File: config.mk
export PLATFORM = sky130hd
export DESIGN_NAME = mdc_datapath_ctrl
export DESIGN_NICKNAME = d
export VERILOG_FILES = /design/src/design/mdc_datapath_ctrl.v /design/src/design/mdc_op_class.v
export VERILOG_INCLUDE_DIRS = /design/src /design/src/pkg
export SDC_FILE = /design/constraint.sdc
export NUM_CORES = 1
export LEC_CHECK = 0
export CAP_MARGIN = 5
export CORE_MARGIN = 2
export CORE_UTILIZATION = 56
export DETAILED_ROUTE_END_ITERATION = 10
export DONT_BUFFER_PORTS = 1
export GPL_TIMING_DRIVEN = 0
export PLACE_DENSITY = 0.84
export SLEW_MARGIN = 20
export SYNTH_ARGS = -nofsm -noshare
export SYNTH_HDL_FRONTEND = slang
export SYNTH_HIERARCHICAL = 1
export SYNTH_SLANG_ARGS = --single-unit
export TNS_END_PERCENT = 100
File: constraint.sdc
create_clock -name core_clk_i -period 2.4 [get_ports core_clk_i]
set_clock_uncertainty 0.1 [all_clocks]
set_input_delay 0.12 -clock core_clk_i [delete_from_list [all_inputs] [get_ports core_clk_i]]
set_output_delay 0.12 -clock core_clk_i [all_outputs]
set_load 0.02 [all_outputs]
File: src/pkg/mdc_defs.vh
`ifndef MDC_DEFS_VH
`define MDC_DEFS_VH

// Microinstruction field positions
`define MDC_RF_LSB        38
`define MDC_RF_MSB        41
`define MDC_ASEL_BIT      42
`define MDC_BSEL_LSB      43
`define MDC_BSEL_MSB      45
`define MDC_AOP_BIT       46
`define MDC_FSEL_LSB      47
`define MDC_FSEL_MSB      49
`define MDC_MEM_LSB       50
`define MDC_MEM_MSB       51
`define MDC_ALU_LSB       52
`define MDC_ALU_MSB       62
`define MDC_BUMP_MEMORY_COUNTER_BIT     63
`define MDC_BUMP_PROGRAM_COUNTER_BIT     64
`define MDC_LOAD_WORKING_REG_BIT_BIT      65
`define MDC_LOAD_REGFILE_BIT_BIT      66
`define MDC_LOAD_INSTRUCTION_REG_BIT_BIT      67
`define MDC_IAQ_BIT       68
`define MDC_CNT_LSB       69
`define MDC_CNT_MSB       70
`define MDC_BA1_LSB       22
`define MDC_BA1_MSB       37
`define MDC_UWORD_W       81

// Modifier bus select codes
`define MDC_B_CONST       3'h0
`define MDC_B_TWO_S       3'h1
`define MDC_B_TWO_D       3'h2
`define MDC_B_TWO_DISP    3'h3
`define MDC_B_TWO_VEC     3'h4
`define MDC_B_REGFILE     3'h5
`define MDC_B_STATUS      3'h6
`define MDC_B_TWO_COUNT   3'h7

// Result bus select codes
`define MDC_RESULT_FROM_SUM         3'h0
`define MDC_F_XWR         3'h1
`define MDC_F_WR          3'h2
`define MDC_F_MEMIN       3'h3
`define MDC_F_ADDR        3'h7

// Memory operation codes
`define MDC_MEM_NONE      2'h0
`define MDC_MEM_XFER      2'h1
`define MDC_MEM_FETCH     2'h2
`define MDC_MEM_STORE     2'h3

// Shift counter commands
`define MDC_CNT_NOP       2'h0
`define MDC_CNT_DEC       2'h1
`define MDC_CNT_LOAD      2'h2
`define MDC_CNT_PRESET    2'h3
`define MDC_CNT_FIFTEEN   4'hF
`define MDC_CNT_ZERO      4'h0
`define MDC_CNT_F_LSB     1
`define MDC_CNT_F_MSB     4

// ALU operation codes of note
`define MDC_ALU_NOP       11'h7C1
`define MDC_ALU_DLSL      11'h778
`define MDC_ALU_DRSL      11'h779
`define MDC_ALU_DLSC      11'h77C
`define MDC_ALU_DRSC      11'h77D
`define MDC_ALU_SUBSHL    11'h758
`define MDC_ALU_ADDSHL    11'h749
`define MDC_ALU_MPY       11'h793
`define MDC_ALU_DIVIDE_STEP_FIRST      11'h786
`define MDC_ALU_DIVB      11'h78E
`define MDC_ALU_DIVC      11'h78A
`define MDC_ALU_SIGNED_DIVIDE_STEP_FIRST     11'h797
`define MDC_ALU_SDIVB     11'h7AF
`define MDC_ALU_SDIVC     11'h7B7
`define MDC_ALU_SDIVD     11'h7A7
`define MDC_ALU_SDIVE     11'h79F

// Instruction register count field
`define MDC_IR_CNT_LSB    4
`define MDC_IR_CNT_MSB    7

`define MDC_ZERO16        16'h0000
`define MDC_ONE16         16'h0001
`define MDC_ZERO11        11'h000

`endif

File: src/design/mdc_datapath_ctrl.v
// Function
// [RQ1] Modifier select 111 gives twice IR count
// [RQ2] Address select: 0 memory counter, 1 PC
// [RQ3] Result select picks sum, XWR, WR, memin, address
// [RQ4] Memory-in and address sources reach result bus
// [RQ5] Memory field: none, transfer, fetch, store
// [RQ6] Constant word comes from second branch field
// [RQ7] ALU code sits in bits 52-62
// [RQ8] ALU code passes straight to ALU
// [RQ9] Double shifts logical and circular supported
// [RQ10] Subtract-shift and add-shift double codes
// [RQ11] Multiply, divide and signed divide steps
// [RQ12] Register controls act alongside other fields
// [RQ13] Never increment both counters together
// [RQ14] Bit 63 increments memory counter
// [RQ15] Bit 64 increments program counter
// [RQ16] Bit 65 loads WR from operand port; the code loads WR from the operand bus abus, operand_a_i is unused
// [RQ17] Bit 66 writes result into register file
// [RQ18] Bit 67 loads IR from bus data
// [RQ19] Fetch flag drives instruction acquisition
// [RQ20] Counter: hold, decrement, load, set fifteen
// [RQ21] Undefined result codes drive nothing; the code still puts zero on data_output_port_o for transfer or store
// [RQ22] All updates on the closing clock edge
`timescale 1ns/1ps
`default_nettype none
`include "mdc_defs.vh"

module mdc_datapath_ctrl #(
    parameter DATA_W = 16,
    parameter RF_N   = 16
) (
    // Clock and reset
    input  wire                    core_clk_i,
    input  wire                    rst_i,
    // Microinstruction word
    input  wire [`MDC_UWORD_W-1:0] uword_i,
    // Datapath sources
    input  wire [DATA_W-1:0]       alu_sum_i,
    input  wire [DATA_W-1:0]       xwr_i,
    input  wire [DATA_W-1:0]       wr_i,
    input  wire [DATA_W-1:0]       memory_data_input_i,
    input  wire [DATA_W-1:0]       status_i,
    input  wire [DATA_W-1:0]       int_vector_i,
    input  wire [DATA_W-1:0]       operand_a_i,
    input  wire [DATA_W-1:0]       ir_s_field_i,
    input  wire [DATA_W-1:0]       ir_d_field_i,
    input  wire [DATA_W-1:0]       ir_disp_i,
    // ALU controls
    output reg  [10:0]             alu_op_o,
    output reg                     alu_nop_o,
    output reg                     alu_iter_o,
    // Buses
    output reg  [DATA_W-1:0]       modbus_o,
    output reg  [DATA_W-1:0]       result_bus_o,
    output reg                     result_bus_en_o,
    output reg  [DATA_W-1:0]       address_output_port_o,
    // System bus
    output reg  [DATA_W-1:0]       data_output_port_o,
    output reg                     data_output_en_o,
    output reg                     memory_fetch_op_o,
    output reg                     memory_store_op_o,
    output reg                     instruction_fetch_flag_o,
    // Register state
    output reg  [DATA_W-1:0]       memory_counter_o,
    output reg  [DATA_W-1:0]       program_counter_o,
    output reg  [DATA_W-1:0]       working_reg_o,
    output reg  [DATA_W-1:0]       instruction_reg_o,
    output reg  [3:0]              shift_count_o,
    output reg                     count_zero_o,
    output reg                     incr_conflict_o
);

    // Microinstruction fields
    wire [3:0]        rf_addr;
    wire              asel;
    wire [2:0]        bsel;
    wire              addr_out_counter_select;
    wire [2:0]        fsel;
    wire [1:0]        mem_op;
    wire [10:0]       alu_code;
    wire              bump_memory_counter;
    wire              bump_program_counter;
    wire              load_working_reg_bit;
    wire              load_regfile_bit;
    wire              load_instruction_reg_bit;
    wire              iaq_bit;
    wire [1:0]        cnt_cmd;
    wire [15:0]       second_branch_field;

    assign rf_addr                  = uword_i[`MDC_RF_MSB:`MDC_RF_LSB];
    assign asel                     = uword_i[`MDC_ASEL_BIT];
    assign bsel                     = uword_i[`MDC_BSEL_MSB:`MDC_BSEL_LSB];
    assign addr_out_counter_select  = uword_i[`MDC_AOP_BIT];
    assign fsel                     = uword_i[`MDC_FSEL_MSB:`MDC_FSEL_LSB];
    assign mem_op                   = uword_i[`MDC_MEM_MSB:`MDC_MEM_LSB];
    assign alu_code                 = uword_i[`MDC_ALU_MSB:`MDC_ALU_LSB];    // see [RQ7]
    assign bump_memory_counter      = uword_i[`MDC_BUMP_MEMORY_COUNTER_BIT];
    assign bump_program_counter     = uword_i[`MDC_BUMP_PROGRAM_COUNTER_BIT];
    assign load_working_reg_bit     = uword_i[`MDC_LOAD_WORKING_REG_BIT_BIT];
    assign load_regfile_bit         = uword_i[`MDC_LOAD_REGFILE_BIT_BIT];
    assign load_instruction_reg_bit = uword_i[`MDC_LOAD_INSTRUCTION_REG_BIT_BIT];
    assign iaq_bit                  = uword_i[`MDC_IAQ_BIT];
    assign cnt_cmd                  = uword_i[`MDC_CNT_MSB:`MDC_CNT_LSB];
    assign second_branch_field      = uword_i[`MDC_BA1_MSB:`MDC_BA1_LSB];

    // Register storage
    reg [DATA_W-1:0] mc_q;
    reg [DATA_W-1:0] pc_q;
    reg [DATA_W-1:0] wr_q;
    reg [DATA_W-1:0] ir_q;
    reg [3:0]        cnt_q;
    reg [DATA_W-1:0] rf_q [0:RF_N-1];
    reg [3:0]        cnt_d;

    // Combinational buses
    reg [DATA_W-1:0] addr_sel;
    reg [DATA_W-1:0] fbus;
    reg              fbus_en;
    reg [DATA_W-1:0] bbus;
    wire [DATA_W-1:0] abus;

    // Operation classification
    wire is_nop;
    wire is_dbl;
    wire is_sha;
    wire is_mul;
    wire is_div;
    wire is_sdiv;

    mdc_op_class u_class (
        .alu_code_i       (alu_code),
        .is_nop_o         (is_nop),
        .is_dbl_shift_o   (is_dbl),
        .is_shift_arith_o (is_sha),
        .is_mul_step_o    (is_mul),
        .is_div_step_o    (is_div),
        .is_sdiv_step_o   (is_sdiv)
    );

    // Doubles a value for the modifier bus
    function [DATA_W-1:0] twice;
        input [DATA_W-1:0] v;
        begin
            twice = {v[DATA_W-2:0], 1'b0};
        end
    endfunction

    // Address output port source
    always @* begin
        if (addr_out_counter_select) begin
            addr_sel = pc_q;                                  // see [RQ2]
        end else begin
            addr_sel = mc_q;                                  // see [RQ2]
        end
    end

    // Result bus source select
    always @* begin
        fbus    = `MDC_ZERO16;
        fbus_en = 1'b1;
        case (fsel)
            `MDC_RESULT_FROM_SUM:   fbus = alu_sum_i;                   // see [RQ3]
            `MDC_F_XWR:   fbus = xwr_i;                       // see [RQ3]
            `MDC_F_WR:    fbus = wr_i;                        // see [RQ3]
            `MDC_F_MEMIN: fbus = memory_data_input_i;         // see [RQ4]
            `MDC_F_ADDR:  fbus = addr_sel;                    // see [RQ4]
            default: begin
                fbus_en = 1'b0;                               // see [RQ21]
            end
        endcase
    end

    // Operand bus: register file or pass-through of result
    assign abus = asel ? fbus : rf_q[rf_addr];

    // Modifier bus source select
    always @* begin
        bbus = `MDC_ZERO16;
        case (bsel)
            `MDC_B_CONST:     bbus = second_branch_field;     // see [RQ6]
            `MDC_B_TWO_S:     bbus = twice(ir_s_field_i);
            `MDC_B_TWO_D:     bbus = twice(ir_d_field_i);
            `MDC_B_TWO_DISP:  bbus = twice(ir_disp_i);
            `MDC_B_TWO_VEC:   bbus = twice(int_vector_i);
            `MDC_B_REGFILE:   bbus = rf_q[rf_addr];
            `MDC_B_STATUS:    bbus = status_i;
            `MDC_B_TWO_COUNT: bbus = twice({{(DATA_W-4){1'b0}},
                                 ir_q[`MDC_IR_CNT_MSB:`MDC_IR_CNT_LSB]}); // see [RQ1]
            default:          bbus = `MDC_ZERO16;
        endcase
    end

    // Shift counter next value
    always @* begin
        cnt_d = cnt_q;
        case (cnt_cmd)
            `MDC_CNT_DEC:    cnt_d = cnt_q - 4'h1;                            // see [RQ20]
            `MDC_CNT_LOAD:   cnt_d = fbus[`MDC_CNT_F_MSB:`MDC_CNT_F_LSB];     // see [RQ20]
            `MDC_CNT_PRESET: cnt_d = `MDC_CNT_FIFTEEN;                        // see [RQ20]
            default:         cnt_d = cnt_q;
        endcase
    end

    // Datapath registers, all on the closing edge
    always @(posedge core_clk_i) begin
        if (rst_i) begin
            mc_q  <= `MDC_ZERO16;
            pc_q  <= `MDC_ZERO16;
            wr_q  <= `MDC_ZERO16;
            ir_q  <= `MDC_ZERO16;
            cnt_q <= `MDC_CNT_ZERO;
        end else begin
            // Memory counter wins if microcode breaks exclusivity
            if (bump_memory_counter) begin
                mc_q <= mc_q + `MDC_ONE16;                    // see [RQ14] [RQ22]
            end
            if (bump_program_counter && !bump_memory_counter) begin
                pc_q <= pc_q + `MDC_ONE16;                    // see [RQ15] [RQ12] [RQ13]
            end
            if (load_working_reg_bit) begin
                wr_q <= abus;                                 // see [RQ16]
            end
            if (load_instruction_reg_bit) begin
                ir_q <= memory_data_input_i;                  // see [RQ18]
            end
            cnt_q <= cnt_d;                                   // see [RQ22]
        end
    end

    // Register file writes from the result bus
    integer i;
    always @(posedge core_clk_i) begin
        if (rst_i) begin
            for (i = 0; i < RF_N; i = i + 1) begin
                rf_q[i] <= `MDC_ZERO16;
            end
        end else if (load_regfile_bit && fbus_en) begin
            rf_q[rf_addr] <= fbus;                            // see [RQ17]
        end
    end

    // Registered outputs toward the ALU and buses
    always @(posedge core_clk_i) begin
        if (rst_i) begin
            alu_op_o                 <= `MDC_ALU_NOP;
            alu_nop_o                <= 1'b1;
            alu_iter_o               <= 1'b0;
            modbus_o                 <= `MDC_ZERO16;
            result_bus_o             <= `MDC_ZERO16;
            result_bus_en_o          <= 1'b0;
            address_output_port_o    <= `MDC_ZERO16;
            data_output_port_o       <= `MDC_ZERO16;
            data_output_en_o         <= 1'b0;
            memory_fetch_op_o        <= 1'b0;
            memory_store_op_o        <= 1'b0;
            instruction_fetch_flag_o <= 1'b0;
            incr_conflict_o          <= 1'b0;
        end else begin
            alu_op_o                 <= alu_code;                         // see [RQ8]
            alu_nop_o                <= is_nop;                           // see [RQ8]
            alu_iter_o               <= is_dbl | is_sha | is_mul |
                                        is_div | is_sdiv;                 // see [RQ9] [RQ10] [RQ11]
            modbus_o                 <= bbus;                             // see [RQ1]
            result_bus_o             <= fbus;                             // see [RQ3]
            result_bus_en_o          <= fbus_en;                          // see [RQ21]
            address_output_port_o    <= addr_sel;                         // see [RQ2]
            data_output_port_o       <= fbus;
            data_output_en_o         <= (mem_op == `MDC_MEM_XFER) ||
                                        (mem_op == `MDC_MEM_STORE);       // see [RQ5]
            memory_fetch_op_o        <= (mem_op == `MDC_MEM_FETCH);       // see [RQ5]
            memory_store_op_o        <= (mem_op == `MDC_MEM_STORE);       // see [RQ5]
            instruction_fetch_flag_o <= iaq_bit;                          // see [RQ19]
            incr_conflict_o          <= bump_memory_counter &
                                        bump_program_counter;             // see [RQ13]
        end
    end

    // State mirrors
    always @(posedge core_clk_i) begin
        if (rst_i) begin
            memory_counter_o  <= `MDC_ZERO16;
            program_counter_o <= `MDC_ZERO16;
            working_reg_o     <= `MDC_ZERO16;
            instruction_reg_o <= `MDC_ZERO16;
            shift_count_o     <= `MDC_CNT_ZERO;
            count_zero_o      <= 1'b1;
        end else begin
            memory_counter_o  <= mc_q;
            program_counter_o <= pc_q;
            working_reg_o     <= wr_q;
            instruction_reg_o <= ir_q;
            shift_count_o     <= cnt_q;
            count_zero_o      <= (cnt_q == `MDC_CNT_ZERO);
        end
    end

endmodule
`default_nettype wire

File: src/design/mdc_op_class.v
`timescale 1ns/1ps
`default_nettype none
`include "mdc_defs.vh"

// Classifies the ALU code into the iterative operation families
module mdc_op_class (
    // ALU code
    input  wire [10:0] alu_code_i,
    // Classification
    output reg         is_nop_o,
    output reg         is_dbl_shift_o,
    output reg         is_shift_arith_o,
    output reg         is_mul_step_o,
    output reg         is_div_step_o,
    output reg         is_sdiv_step_o
);

    // Compare against the used code subset
    always @* begin
        is_nop_o         = (alu_code_i == `MDC_ALU_NOP);
        is_dbl_shift_o   = (alu_code_i == `MDC_ALU_DLSL) || (alu_code_i == `MDC_ALU_DRSL) ||
                           (alu_code_i == `MDC_ALU_DLSC) || (alu_code_i == `MDC_ALU_DRSC);
        is_shift_arith_o = (alu_code_i == `MDC_ALU_SUBSHL) || (alu_code_i == `MDC_ALU_ADDSHL);
        is_mul_step_o    = (alu_code_i == `MDC_ALU_MPY);
        is_div_step_o    = (alu_code_i == `MDC_ALU_DIVIDE_STEP_FIRST) || (alu_code_i == `MDC_ALU_DIVB) ||
                           (alu_code_i == `MDC_ALU_DIVC);
        is_sdiv_step_o   = (alu_code_i == `MDC_ALU_SIGNED_DIVIDE_STEP_FIRST) || (alu_code_i == `MDC_ALU_SDIVB) ||
                           (alu_code_i == `MDC_ALU_SDIVC) || (alu_code_i == `MDC_ALU_SDIVD) ||
                           (alu_code_i == `MDC_ALU_SDIVE);
    end

endmodule
`default_nettype wire

==> results by group <==
Cells and area
  – Area grow syn2layout: 18.6%
  – Share of layout cells above drive strength 1: 14.6%
  – Area occupied by multi-input gates: 6990 µm²
  – Layout Utilization: 67.8%
  – Layout Nets: 2013
  – FILL cells: 2232
  – Register area: 11800 µm²

Yosys
  – Post-Syn Area: just under 20000 µm²
  – Compound-gate portion of the synthesized area: approximately 8.4%
  – Number of flops mapped to enable cells by yosys: 256
  – Syn_area_per_cell: 12.2 µm²
  – Dominant synthesized flop cell: edfxtp_1
  – Yosys warns: 6
  – Sequential-to-total area share from yosys stat: 61.1%
  – Main combinational cell family by area after synthesis: simple AND/OR/NAND/NOR gates
  – Count leader, synth: nor2_1
  – Register bit count reported by yosys: 460
  – Synth Area in Adders: 0.195%
  – Top cells by area, synth: edfxtp_1, dfxtp_1, mux4_2
  – Ys async rst share: 0%
  – Post-synthesis mux area share: a little over a tenth
  – Top cell type by total area after synthesis: edfxtp_1
  – Synth cell types: 61
  – Synth Area in XOR/XNOR: about 1.0%
  – Mapped Cells: 1584
  – Most frequent cells after synthesis: nor2_1, edfxtp_1, dfxtp_1
  – Syn Nets: 1830
  – Share of the synthesized area in the top cell type: ~40%
  – Synth Area in Simple Gates: 15.1%

Clock tree
  – CTS tree: yes
  – Skew-Pair Late Insertion Delay: 0.58 ns
  – TritonCTS Buffers: 46
  – Reg clk slew, reported paths: around 0.060 ns
  – Clock Path Buffers: 3
  – H-Tree Depth: 2
  – Clock sink count: 460
  – Root buffer cell: clkbuf_16

Timing
  – Slew Limit Fails: 0
  – Max Clk Rate: 0.423 GHz
  – Max_slew headroom: 29.9%
  – Setup violators final: 0
  – Final hold vios: 0
  – Worst Tran Pin Value: around 1.1 ns
  – Final Cycle Share: between 90% and 100%
  – Tmin final: 2.37 ns
  – Setup_tns: 0 ns

Worst setup path
  – Buf+Inv Stages, Crit Path: 1
  – Crit path cell chain: buf_2, nand2_1, a2111oi_4, nand4b_1, nand2b_2
  – Crit path largest cell delay: 0.71 ns
  – CP Max Fanout: 16
  – CP max stage cell: a2111oi_4
  – CP Launch Type: primary input
  – CP Class: primary input to register
  – Critical Path AT: 2.47 ns
  – Worst Setup End Kind: register
  – Delay-heaviest family, CP: simple AND/OR/NAND/NOR gates
  – Required @ worst endpoint: 2.50 ns

Floorplanning
  – Die ar.: 35900 µm²
  – # rows: 67
  – Core ar.: 33700 µm²
  – # IOs: 395
  – DIE WIDTH: 190 µm
  – Die height: roughly 190 µm
  – Initial Util: 57.2%

Power and ir drop
  – Reg power frac: between 40% and 50%
  – Clk network pwr share: 40.9%
  – Sw frac: between 20% and 30%
  – Leak pwr: 7.93 nW
  – Peak supply drop: 600 µV
  – Pwr per Cell Area: 785 nW/µm²
  – Internal: 0.0135 W
  – Comb power frac: roughly a tenth
  – Net switching power: around 0.0044 W

Route
  – Vias: between 10000 and 15000
  – Drt pass-1 iters: 6
  – 1st-iter DRT viols: 1903
  – Total routed wirelength: 62.3 mm
  – Final ANT Viol Nets: 0
  – Avg WL per Cell: 27.4 µm
  – Vias per cell: 6.47
  – # DRC: 0

Run status
  – Status: finished, final reports clean

Global routing
  – Largest net degree at the start of global routing: 17
  – Initial antenna violation count: 16
  – First-pass GRT wire length: between 80 and 90 mm
  – Vias in the first global route: 14154
  – GRT Overall Usage: 33.8%
  – Grt total ovfl: 0

Placed design
  – IO Port Bufs: 0
  – Post-DP HPWL: 44.4 mm
  – Gpl congestion: 1.07

Hold path
  – Tightest Hold Check Type: primary input to register

Job
  – Max_cap viols: 0
-- kinds of logic after synthesis --
kind of cell	count (synthesis)
muxes	127
DFF	460
xor gates and xnor gates	23
adders and majority gates	3
AOI/OAI and AO/OA	205
and+or+nand+nor	617
buffers and inverters	149
-- power by group through the flow --
stage | logic, W | clock network (W) | registers, W
finish | 0.00169 | 0.00734 | 0.00892
floorplan | 0.000959 | 0 | 0.00900
detailed placement | 0.00135 | 0 | 0.00908
global route | 0.00175 | 0.00765 | 0.00894
CTS | 0.00157 | 0.00733 | 0.00891
global placement | 0.00131 | 0 | 0.00905
-- layout make-up --
class / instances / area share [%]
Clock buffer: 67 / 6.11
Buffer: 134 / 2.56
Sequential cell: 460 / 51.5
Timing Repair Buffer: 135 / 5.64
Antenna cell: 20 / 0.219
Clock inverter: 19 / 0.690
Tap cell: 448 / 2.45
Multi-Input combinational cell: 975 / 30.6
Inverter: 15 / 0.246
-- stage by stage --
stage          total power (W)  instances  setup slack [ns]  hold slack [ns]  cell area [µm²]
2_1_floorplan          0.00996       1584             0.142           0.0958            19300
6_report                0.0179       2273            0.0337           0.0191            22900
5_1_grt                 0.0183       2271          -0.00889           0.0185            22900
4_1_cts                 0.0178       2228           0.00857          0.00102            22600
3_5_place_dp            0.0104       2033            -0.735            0.103            19800
3_3_place_gp            0.0104       2032            -0.711            0.106            19800
-- final timing paths --
path,startpoint,endpoint,slack (ns),cells after the start
setup / recovery,uword_i[48],rf_q[10][2],0.03,5
hold / removal,wr_i[14],rf_q[14][14],0.02,4
setup reg to reg,pc_q[12],data_output_port_o[12],0.07,5
hold reg to reg,wr_q[2],working_reg_o[2],0.37,1
-- placed cells by master, fill, tap and decap left out, types with 20 or more instances in the layout --
cell             n
a21oi_1         21
a22o_1          40
buf_4           41
clkbuf_1       100
clkbuf_16       50
dfxtp_1        204
diode_2         20
dlygate4sd3_1  110
edfxtp_1       256
mux2i_1         51
mux4_2          66
nand2_1         21
nand2b_1        24
nor2_1         380
nor2b_1         78
o21ai_0         23
o2bb2ai_1       26
-- metal layers --
| layer | share of wire (%) | vias up | global-route usage [%] |
|---|---|---|---|
| met1 | 33 | 7051 | 40.1 |
| met4 | 7.0 | 2 | 20.3 |
| met2 | 48 | 1256 | 56.0 |
| li1 | - | 6121 | - |
| met5 | 0.016 | - | 0 |
| met3 | 12 | 272 | 8.28 |
-- worst register-to-register path: stages (launching register included) --
cell	delay (ns)
dfxtp_1	0.40
mux2i_1	0.26
o2bb2ai_1	0.18
a22oi_2	0.59
dlygate4sd3_1	0.65
nor2_1	0.04
-- state kept, by name, indices dropped and copies added (netlist names), 4 cells and up --
register / cells
address_output_port_o: 16
alu_op_o: 11
cnt_q: 4
data_output_port_o: 16
instruction_reg_o: 16
ir_q: 16
mc_q: 16
memory_counter_o: 16
modbus_o: 16
pc_q: 16
program_counter_o: 16
rf_q: 256
shift_count_o: 4
working_reg_o: 16
wr_q: 16
-- timing repair --
action / 4_1_cts / 5_1_grt
pin swaps: 0 / 8
hold endpoints to repair: 136 / 1
gates resized for setup: 25 / 19
buffers inserted: 0 / 24
setup endpoints to repair: 309 / 164
hold buffers: 109 / 1
No activity file was read; power rests on OpenSTA's default activity.
